### config.mk
export PLATFORM = sky130hd
export DESIGN_NAME = mie_move_exec
export DESIGN_NICKNAME = d
export VERILOG_FILES = /design/src/pkg/mie_pkg.sv /design/src/pkg/mie_tm_if.sv /design/src/verilog/mie_move_exec.sv /design/src/verilog/mie_timing_dec.sv
export SDC_FILE = /design/constraint.sdc
export NUM_CORES = 1
export LEC_CHECK = 0
export BUFFER_PORTS_ARGS = -buffer_cell sky130_fd_sc_hd__buf_4
export CAP_MARGIN = 40
export CORE_MARGIN = 2
export CORE_UTILIZATION = 49
export CTS_BUF_LIST = sky130_fd_sc_hd__clkbuf_4 sky130_fd_sc_hd__clkbuf_8 sky130_fd_sc_hd__clkbuf_16
export CTS_CLUSTER_SIZE = 24
export DETAILED_ROUTE_END_ITERATION = 10
export GPL_ROUTABILITY_DRIVEN = 1
export PLACE_DENSITY = 0.77
export RECOVER_POWER = 50
export SLEW_MARGIN = 20
export SYNTH_ARGS = -nofsm -noshare
export SYNTH_HDL_FRONTEND = slang
export SYNTH_SLANG_ARGS = --single-unit
### constraint.sdc
create_clock -name I_CLK_SYS -period 4.3 [get_ports I_CLK_SYS]
set_input_delay 0.215 -clock I_CLK_SYS [delete_from_list [all_inputs] [get_ports I_CLK_SYS]]
set_output_delay 0.215 -clock I_CLK_SYS [all_outputs]
set_load 0.02 [all_outputs]
### src/pkg/mie_pkg.sv
// Constants and types for the data-move instruction decoder
// What this block does
// - Upper-word load writes bits 31..16; 3/2 states
// - Sign-extend byte into word; 2/1 states
// - Zero-extend byte into word; 2/1 states
// - Code read at acc plus pointer; 6 states
// - Extended region from pointer low byte, reset 01h
// - Byte-pointer extended read 4/5, write 4 states
// - Data-pointer extended read 3, write 4 states
// - External access adds wait-state dependent states, except byte-pointer moves
// - Port adds one state, peripheral adds two
// - Direct-to-direct base 3, penalty per operand
// - Legacy indirect accumulator load 2/1B, 3/2B
// - Register moves: dword 3/2, byte/word 2/1
// - Extended 16-bit immediate to dword 5/4 states
// - Dword from 8-bit direct 6/5 states
// - Dword store to 16-bit direct 7/6 plus
// - Byte load pointer plus displacement 6/5 states
// - Data pointer immediate load: 3 bytes, 2 states
package mie_pkg;

  // ------------------------------------------------------------
  // Move forms
  // ------------------------------------------------------------
  typedef enum logic [4:0] {
    MF_UPPER_WORD_LOAD,
    MF_SIGN_EXTEND_MOVE,
    MF_ZERO_EXTEND_MOVE,
    MF_CODE_READ_DATA_POINTER_16,
    MF_CODE_READ_PC,
    MF_XMEM_RD_RI,
    MF_XMEM_RD_DATA_POINTER_16,
    MF_XMEM_WR_RI,
    MF_XMEM_WR_DATA_POINTER_16,
    MF_ACC_FROM_IND,
    MF_ACC_FROM_DIRECT_ADDRESS_8,
    MF_DIRECT_ADDRESS_8_TO_DIRECT_ADDRESS_8,
    MF_BYTE_REG_REG,
    MF_WORD_REG_REG,
    MF_DWORD_REG_REG,
    MF_DWORD_EXT_IMM,
    MF_DWORD_FROM_DIRECT_ADDRESS_8,
    MF_DWORD_TO_DIRECT_ADDRESS_16,
    MF_BYTE_LOAD_DISP,
    MF_DATA_POINTER_16_LOAD_IMM
  } mie_form_e;

  // External access classes for the wait-state increment
  typedef enum logic [2:0] {
    XA_NONE,
    XA_N1,
    XA_N2,
    XA_WORD,
    XA_DWORD
  } mie_xacc_e;

  // Operand kinds of a direct address
  localparam logic [1:0] DIR_RAM    = 2'h0;
  localparam logic [1:0] DIR_PORT   = 2'h1;
  localparam logic [1:0] DIR_PERIPH = 2'h2;
  localparam logic [3:0] PEN_PORT   = 4'h1;
  localparam logic [3:0] PEN_PERIPH = 4'h2;

  // ------------------------------------------------------------
  // Widths and reset values
  // ------------------------------------------------------------
  localparam int          STATE_W      = 6;
  localparam int          WAIT_W       = 3;
  localparam logic [7:0]  XPTR_LOW_RST = 8'h01;
  localparam logic [15:0] DATA_POINTER_16_RST     = 16'h0000;
  localparam logic [7:0]  ACC_RST      = 8'h00;
  localparam logic [31:0] DREG_RST     = 32'h0000_0000;
  localparam logic [15:0] WREG_RST     = 16'h0000;

  typedef logic [STATE_W-1:0] mie_cnt_t;

  // Result of the timing decoder
  typedef struct packed {
    logic [2:0] bytes;
    mie_cnt_t   base;
    mie_xacc_e  xacc;
  } mie_time_s;

endpackage

### src/pkg/mie_tm_if.sv
// Interface between the executor and its timing decoder
`timescale 1ns/1ps
interface mie_tm_if;
  import mie_pkg::*;
  mie_form_e form;
  logic      src_mode;
  mie_time_s timing;
  modport exec (output form, output src_mode, input timing);
  modport dec  (input form, input src_mode, output timing);
endinterface

### src/verilog/mie_move_exec.sv
// Data-move instruction executor with state-count sequencing
`timescale 1ns/1ps
module mie_move_exec
  import mie_pkg::*;
(
  input  wire logic              I_CLK_SYS,        // System clock, 20 MHz
  input  wire logic              I_RST_N,          // Asynchronous reset, active low
  input  wire logic              I_CE,             // Clock enable, freezes all state
  input  wire logic              I_SRC_MODE,       // Encoding: 1 source, 0 binary
  input  wire logic              I_ISSUE,          // Start one move, taken when idle
  input  wire mie_form_e         I_FORM,           // Move form to execute
  input  wire logic              I_EXT,            // Operand lies in external memory
  input  wire logic [WAIT_W-1:0] I_WAIT_N,         // Configured wait-state count
  input  wire logic [1:0]        I_DIR_KIND_A,     // Kind of first direct operand
  input  wire logic [1:0]        I_DIR_KIND_B,     // Kind of second direct operand
  input  wire logic [15:0]       I_IMM16,          // Immediate word
  input  wire logic [7:0]        I_BYTE_SRC,       // Byte register or memory byte
  input  wire logic [31:0]       I_DWORD_SRC,      // Doubleword source value
  input  wire logic [7:0]        I_XPTR_LOW_WR,    // New extended pointer low byte
  input  wire logic              I_XPTR_LOW_WE,    // Write strobe for that byte
  output logic                   O_BUSY,           // Move in progress
  output logic                   O_DONE,           // One-cycle pulse at move end
  output logic [STATE_W-1:0]     O_STATES,         // Total states of last move
  output logic [2:0]             O_BYTES,          // Instruction length in bytes
  output logic                   O_SRC_MODE,       // Latched encoding mode
  output logic [7:0]             O_ACCUMULATOR,    // Accumulator
  output logic [15:0]            O_WORD_REGISTER,  // Target word register
  output logic [31:0]            O_DWORD_REGISTER, // Target doubleword register
  output logic [15:0]            O_DATA_POINTER,   // 16-bit data pointer
  output logic [7:0]             O_XPTR_LOW,       // Extended region select
  output logic [15:0]            O_MEM_ADDR,       // Memory address of the access
  output logic [23:0]            O_XMEM_ADDR       // Extended-memory address
);

  // ------------------------------------------------------------
  // State and timing decoder
  // ------------------------------------------------------------
  typedef enum logic [0:0] {ST_IDLE, ST_RUN} mie_state_e;

  mie_state_e   state_reg;
  logic         mode_reg;
  logic         mode_set_reg;
  mie_cnt_t     cnt_reg;
  mie_form_e    form_reg;
  logic         busy_reg, done_reg;
  logic [5:0]   states_reg;
  logic [2:0]   bytes_reg;
  logic [7:0]   acc_reg;
  logic [15:0]  wreg_reg, data_pointer_16_reg, addr_reg;
  logic [31:0]  dreg_reg;
  logic [7:0]   xptr_reg;
  logic [23:0]  xaddr_reg;

  mie_tm_if tm ();
  assign tm.form     = I_FORM;
  assign tm.src_mode = mode_set_reg ? mode_reg : I_SRC_MODE;

  mie_timing_dec u_timing (
    .tm (tm)
  );

  // ------------------------------------------------------------
  // State-count arithmetic
  // ------------------------------------------------------------
  wire logic [5:0] wn      = {3'h0, I_WAIT_N};
  wire logic       take    = I_ISSUE && (state_reg == ST_IDLE);
  wire logic       is_dir  = (I_FORM == MF_ACC_FROM_DIRECT_ADDRESS_8) || (I_FORM == MF_DIRECT_ADDRESS_8_TO_DIRECT_ADDRESS_8)
                             || (I_FORM == MF_DWORD_FROM_DIRECT_ADDRESS_8);
  wire logic       two_dir = (I_FORM == MF_DIRECT_ADDRESS_8_TO_DIRECT_ADDRESS_8);
  wire logic [3:0] pen_a   = !is_dir ? 4'h0 : (I_DIR_KIND_A == DIR_PORT) ? PEN_PORT
                             : (I_DIR_KIND_A == DIR_PERIPH) ? PEN_PERIPH : 4'h0;
  wire logic [3:0] pen_b   = !two_dir ? 4'h0 : (I_DIR_KIND_B == DIR_PORT) ? PEN_PORT
                             : (I_DIR_KIND_B == DIR_PERIPH) ? PEN_PERIPH : 4'h0;
  logic [5:0] ext_add;
  always_comb begin
    ext_add = 6'h00;
    if (I_EXT) begin
      case (tm.timing.xacc)
        XA_N1:    ext_add = wn + 6'h01;
        XA_N2:    ext_add = wn + 6'h02;
        XA_WORD:  ext_add = 6'((wn + 6'h01) << 1);
        XA_DWORD: ext_add = 6'((wn + 6'h02) << 2);
        default:  ext_add = 6'h00;
      endcase
    end
  end
  wire logic [5:0] total = tm.timing.base + ext_add + {2'h0, pen_a} + {2'h0, pen_b};

  // ------------------------------------------------------------
  // Data results
  // ------------------------------------------------------------
  // region from pointer low byte
  wire logic [23:0] xaddr_ri   = {xptr_reg, 8'h00, I_BYTE_SRC};
  wire logic [23:0] xaddr_data_pointer_16 = {xptr_reg, data_pointer_16_reg};
  wire logic [15:0] code_addr  = (I_FORM == MF_CODE_READ_PC) ? I_DWORD_SRC[15:0]
                                 : data_pointer_16_reg;
  wire logic [15:0] code_sum   = code_addr + {8'h00, acc_reg};

  always_ff @(posedge I_CLK_SYS or negedge I_RST_N) begin
    if (!I_RST_N) begin
      state_reg <= ST_IDLE;
      cnt_reg   <= '0;
      busy_reg  <= 1'b0;
      done_reg  <= 1'b0;
    end else if (I_CE) begin
      done_reg <= 1'b0;
      case (state_reg)
        ST_IDLE: if (take) begin
          state_reg <= (total > 6'h01) ? ST_RUN : ST_IDLE;
          cnt_reg   <= total - 6'h01;
          busy_reg  <= (total > 6'h01);
          done_reg  <= (total <= 6'h01);
        end
        ST_RUN: begin
          cnt_reg <= cnt_reg - 6'h01;
          if (cnt_reg == 6'h01) begin
            state_reg <= ST_IDLE;
            busy_reg  <= 1'b0;
            done_reg  <= 1'b1;
          end
        end
        default: state_reg <= ST_IDLE;
      endcase
    end
  end

  always_ff @(posedge I_CLK_SYS or negedge I_RST_N) begin
    if (!I_RST_N) begin
      mode_reg     <= 1'b0;
      mode_set_reg <= 1'b0;
    end else if (I_CE && !mode_set_reg) begin
      mode_reg     <= I_SRC_MODE;
      mode_set_reg <= 1'b1;
    end
  end

  always_ff @(posedge I_CLK_SYS or negedge I_RST_N) begin
    if (!I_RST_N) begin
      form_reg   <= MF_BYTE_REG_REG;
      states_reg <= '0;
      bytes_reg  <= '0;
      addr_reg   <= '0;
      xaddr_reg  <= '0;
    end else if (I_CE && take) begin
      form_reg   <= I_FORM;
      states_reg <= total;
      bytes_reg  <= tm.timing.bytes;
      addr_reg   <= (I_FORM == MF_BYTE_LOAD_DISP) ? I_DWORD_SRC[15:0] + I_IMM16
                  : (I_FORM == MF_DWORD_TO_DIRECT_ADDRESS_16) ? I_IMM16 : code_sum;
      xaddr_reg  <= (I_FORM == MF_XMEM_RD_RI || I_FORM == MF_XMEM_WR_RI) ? xaddr_ri
                  : xaddr_data_pointer_16;
    end
  end

  always_ff @(posedge I_CLK_SYS or negedge I_RST_N) begin
    if (!I_RST_N) begin
      xptr_reg <= XPTR_LOW_RST;
    end else if (I_CE && I_XPTR_LOW_WE) begin
      xptr_reg <= I_XPTR_LOW_WR;
    end
  end

  // Results are written when the move is taken
  always_ff @(posedge I_CLK_SYS or negedge I_RST_N) begin
    if (!I_RST_N) begin
      acc_reg  <= ACC_RST;
      wreg_reg <= WREG_RST;
      dreg_reg <= DREG_RST;
      data_pointer_16_reg <= DATA_POINTER_16_RST;
    end else if (I_CE && take) begin
      case (I_FORM)
        MF_UPPER_WORD_LOAD:  dreg_reg[31:16] <= I_IMM16;
        MF_SIGN_EXTEND_MOVE: wreg_reg <= {{8{I_BYTE_SRC[7]}}, I_BYTE_SRC};
        MF_ZERO_EXTEND_MOVE: wreg_reg <= {8'h00, I_BYTE_SRC};
        MF_CODE_READ_DATA_POINTER_16, MF_CODE_READ_PC, MF_XMEM_RD_RI, MF_XMEM_RD_DATA_POINTER_16,
        MF_ACC_FROM_IND, MF_ACC_FROM_DIRECT_ADDRESS_8, MF_BYTE_LOAD_DISP,
        MF_BYTE_REG_REG:     acc_reg <= I_BYTE_SRC;
        MF_WORD_REG_REG:     wreg_reg <= I_DWORD_SRC[15:0];
        MF_DWORD_REG_REG,
        MF_DWORD_FROM_DIRECT_ADDRESS_8:  dreg_reg <= I_DWORD_SRC;
        MF_DWORD_EXT_IMM:    dreg_reg <= {{16{I_DWORD_SRC[0]}}, I_IMM16};
        MF_DATA_POINTER_16_LOAD_IMM:    data_pointer_16_reg <= I_IMM16;
        default:             acc_reg <= acc_reg;
      endcase
    end
  end

  // ------------------------------------------------------------
  // Outputs
  // ------------------------------------------------------------
  assign O_BUSY           = busy_reg;
  assign O_DONE           = done_reg;
  assign O_STATES         = states_reg;
  assign O_BYTES          = bytes_reg;
  assign O_SRC_MODE       = mode_reg;
  assign O_ACCUMULATOR    = acc_reg;
  assign O_WORD_REGISTER  = wreg_reg;
  assign O_DWORD_REGISTER = dreg_reg;
  assign O_DATA_POINTER   = data_pointer_16_reg;
  assign O_XPTR_LOW       = xptr_reg;
  assign O_MEM_ADDR       = addr_reg;
  assign O_XMEM_ADDR      = xaddr_reg;
endmodule

### src/verilog/mie_timing_dec.sv
// Byte length and base state count of each move form
`timescale 1ns/1ps
module mie_timing_dec
  import mie_pkg::*;
(
  mie_tm_if.dec tm  // Form in, timing out
);

  logic sm;
  assign sm = tm.src_mode;

  // ------------------------------------------------------------
  // Timing table
  // ------------------------------------------------------------
  // mode picks length and count
  always_comb begin
    tm.timing = '{bytes: 3'h1, base: 6'h01, xacc: XA_NONE};
    case (tm.form)
      MF_UPPER_WORD_LOAD: tm.timing = '{sm ? 3'h4 : 3'h5, sm ? 6'h02 : 6'h03, XA_NONE};
      MF_SIGN_EXTEND_MOVE: tm.timing = '{sm ? 3'h2 : 3'h3, sm ? 6'h01 : 6'h02, XA_NONE};
      MF_ZERO_EXTEND_MOVE: tm.timing = '{sm ? 3'h2 : 3'h3, sm ? 6'h01 : 6'h02, XA_NONE};
      MF_CODE_READ_DATA_POINTER_16,
      MF_CODE_READ_PC:    tm.timing = '{3'h1, 6'h06, XA_N1};
      MF_XMEM_RD_RI:      tm.timing = '{3'h1, sm ? 6'h05 : 6'h04, XA_NONE};
      MF_XMEM_WR_RI:      tm.timing = '{3'h1, 6'h04, XA_NONE};
      MF_XMEM_RD_DATA_POINTER_16:    tm.timing = '{3'h1, 6'h03, XA_N2};
      MF_XMEM_WR_DATA_POINTER_16:    tm.timing = '{3'h1, 6'h04, XA_N1};
      MF_ACC_FROM_IND:    tm.timing = '{sm ? 3'h2 : 3'h1, sm ? 6'h03 : 6'h02, XA_NONE};
      MF_ACC_FROM_DIRECT_ADDRESS_8:   tm.timing = '{3'h2, 6'h01, XA_NONE};
      MF_DIRECT_ADDRESS_8_TO_DIRECT_ADDRESS_8:    tm.timing = '{3'h3, 6'h03, XA_NONE};
      MF_BYTE_REG_REG,
      MF_WORD_REG_REG:    tm.timing = '{sm ? 3'h2 : 3'h3, sm ? 6'h01 : 6'h02, XA_NONE};
      MF_DWORD_REG_REG:   tm.timing = '{sm ? 3'h2 : 3'h3, sm ? 6'h02 : 6'h03, XA_NONE};
      MF_DWORD_EXT_IMM:   tm.timing = '{sm ? 3'h4 : 3'h5, sm ? 6'h04 : 6'h05, XA_NONE};
      MF_DWORD_FROM_DIRECT_ADDRESS_8: tm.timing = '{sm ? 3'h3 : 3'h4, sm ? 6'h05 : 6'h06, XA_NONE};
      MF_DWORD_TO_DIRECT_ADDRESS_16:  tm.timing = '{sm ? 3'h4 : 3'h5, sm ? 6'h06 : 6'h07, XA_DWORD};
      MF_BYTE_LOAD_DISP:  tm.timing = '{sm ? 3'h4 : 3'h5, sm ? 6'h05 : 6'h06, XA_N2};
      MF_DATA_POINTER_16_LOAD_IMM:   tm.timing = '{3'h3, 6'h02, XA_NONE};
      default:            tm.timing = '{3'h1, 6'h01, XA_NONE};
    endcase
  end

endmodule
==> impl_results.md <==
- Cell count of the worst hold path: 2
- IO Pins: 215
- Antenna-violating nets left: 0
- Vias in the first global route: ~8000
- CTS Buffer Depth: 2
- Tot Pwr: 5.67 mW
- Fmax: roughly 0.25 GHz
- Combinational power share: 0.364
- Via count: 8332
- Max-Slew Margin vs Limit: -0.911
- Finished Layout Cells: around 1400
- Die Span Y: around 140 um
- Period utilization: 0.946
- # DRC: 0
- Synthesis Warnings: 0
- Worst hold path class: input pin to register
- Failing checks: capacitance limit, slew limit
- Final WS setup: roughly 0.23 ns
- Worst-path clk slew: 0.06 ns
- Lkg Pwr: 5.06 nW
- Switching power total: 2.20 mW
- Commonest non-fill, non-tap cell in the layout: nand2_1
- Routed wire length per instance: 19.3 um
- Max-cap violations: 1
- Area Overhead vs Synth: 25.7%
- Sequential power share: 0.356
- Clk_lat worst skew: roughly 0.43 ns
- R2R Path Start: mode_set_reg
- Final Hold Violating Endpoints: 0
- PortBufs: 214
- CTS HTree Levels: 4
- WP data required: 4.67 ns
- Least-Margin Pin Slew: ~2.9 ns
- Post-synth cell types: 73
- Status: finished, violations left
- Final core utilization: 0.635
- Reg2reg end: cnt_reg[5]
- DR pass1 iterations: 5
- Syn_area_per_cell: about 9 um2
- Inserted Clock Buffers: 17
- Layout net count: 1298
- Area of the mapped netlist: 8790 um2
- R2R cell count: 16
- CTS tree: built
- Fill count: 1556
- GP Congestion: roughly 0.95
- Worst Hold End: O_XPTR_LOW[4]
- Pre-CTS WS: approximately 0.12 ns
- Worst Path Max Fanout: 6
- Max reg flops: 32
- Post-synth EDFFs: 0
- Clk_skew: 0.0101 ns
- Total negative setup slack: 0 ns
- Setup Crit Path Kind: register to register
- Slew Limit Fails: 51
- Iter 0 DRT Violations: 623
- Internal power: 3.46 mW
- CP endpoint kind: register
- Dpl hpwl: 20100 um
- Root buffer cell: clkbuf_16
- First-pass GRT wire length: about 42000 um
- Max VDD drop: 0.000319 V
- Worst hold slack: 0.0162 ns
- # rows: 48
- Diodes inserted: 0
- Die area: 19000 um2
- Share of layout cells above drive strength 1: 0.214
- Critical Path Source Type: register
- Inst Count DP: 1376
- Sw frac: 0.389
- Routed WL: 27200 um
- Clock sinks: 140
- Syn nets: about 1100
- Core ar.: about 17000 um2
- WP data arrival: 4.43 ns
- Post-route cell area: roughly 11000 um2
- Cells after synthesis: 969
- Grt ovf: 0
- Via/cell ratio: 5.91
- Commonest non-fill, non-tap cells in the layout: nand2_1 (153), buf_4 (149), dfrtp_1 (138)
- Final setup viols: 0
- Register area share after synthesis: 0.399
- Die W: approximately 140 um
- Post-synth top flop: dfrtp_1
- R2R setup slack: 0.23 ns
- Hold wc startpoint: I_XPTR_LOW_WR[4]
- Async SR Flop Fraction: 1.00
- Initial antenna violation count: 0
- GR Util All Layers: 0.290
- Synth Register Bits: 140
- Pin count of the biggest net entering global routing: 65
- Pwr dens: 513 nW/um2
- Clock share of power: 0.280
- Starting Density: 0.505
- Minimum clock period: ~4.1 ns
- DP Area: about 11000 um2
per-layer routing:
layer | vias up | share of wire | track usage
li1 | 3956 | - | -
met1 | 3960 | 0.43 | 0.396
met2 | 356 | 0.47 | 0.455
met3 | 60 | 0.078 | 0.0588
met4 | 0 | 0.028 | 0.111
met5 | - | 0 | 0
repair_timing:
item,CTS,global route
setup endpoints to repair,0,5
setup buffers,0,0
hold endpoints to repair,49,0
resized for setup,0,12
hold buffers,1,0
cell usage after synthesis (all sizes together) (4+ instances only):
cell type | count | share of area
nor2 | 51 | 0.022
a21o | 12 | 0.010
xnor2 | 15 | 0.015
a211oi | 6 | 0.0051
o21bai | 4 | 0.0034
nor3 | 20 | 0.012
nand2b | 6 | 0.0043
a21oi | 68 | 0.039
ha | 37 | 0.053
o211ai | 13 | 0.011
inv | 16 | 0.0068
a22o | 11 | 0.011
dfrtp | 139 | 0.40
o21ai | 102 | 0.058
fa | 6 | 0.014
nand3 | 19 | 0.011
nor4 | 4 | 0.0046
buf | 12 | 0.0073
a31oi | 12 | 0.0085
mux2 | 43 | 0.055
a22oi | 5 | 0.0043
and2 | 4 | 0.0028
nand2 | 153 | 0.065
or2 | 5 | 0.0036
o21a | 6 | 0.0051
mux2i | 41 | 0.047
nor2b | 10 | 0.0071
a221oi | 17 | 0.017
and3 | 10 | 0.0071
clkbuf | 44 | 0.019
xor2 | 12 | 0.012
o22ai | 9 | 0.0064
and3b | 4 | 0.0040
worst max path at each step:
stage | from | slack [ns] | to
after floorplan | I_FORM[3] | 0.08 | cnt_reg[5]
after global placement | mode_set_reg | 0.23 | cnt_reg[5]
after detailed placement | mode_set_reg | 0.12 | cnt_reg[5]
after CTS | mode_set_reg | 0.09 | cnt_reg[5]
after global routing | mode_set_reg | -0.05 | cnt_reg[5]
final | mode_set_reg | 0.23 | cnt_reg[5]
critical path, stage by stage (launching register included):
cell	delay (ns)
dfrtp_2	0.45
mux2i_4	0.22
a21oi_1	0.16
nor2_1	0.05
a31oi_1	0.18
o221ai_2	0.13
fa_1	0.53
fa_1	0.56
ha_2	0.18
inv_1	0.05
fa_2	0.34
nor2b_1	0.12
o21a_1	0.15
o2111ai_2	0.15
and3b_1	0.21
a311oi_2	0.29
o221a_2	0.24
power by group through the flow:
stage,sequential [mW],clock [mW],combinational (mW)
floorplan,2.44,0,0.840
global placement,2.02,0,2.21
detailed placement,2.04,0,2.26
CTS,2.02,1.60,2.27
global route,2.07,1.66,2.26
finish,2.02,1.59,2.06
layout make-up:
type / count / area, um2 / share of cell area
inverters: 18 / 67.6 / 0.00611
repair buffers: 240 / 1520 / 0.138
flip-flops and latches: 140 / 3510 / 0.317
clock inverters: 11 / 156 / 0.0142
clock buffers: 21 / 474 / 0.0429
well taps: 225 / 282 / 0.0255
multi-input cells: 755 / 5050 / 0.457
cell families after synthesis:
family                     after synthesis  synth area share
DFF                                    140             0.399
adders and majority gates               43            0.0663
and+or+nand+nor                        303             0.159
buffers and inverters                   74            0.0337
AOI/OAI and AO/OA                      298             0.213
muxes                                   84             0.102
xor gates and xnor gates                27            0.0269
No activity file was read; power rests on OpenSTA's default activity.
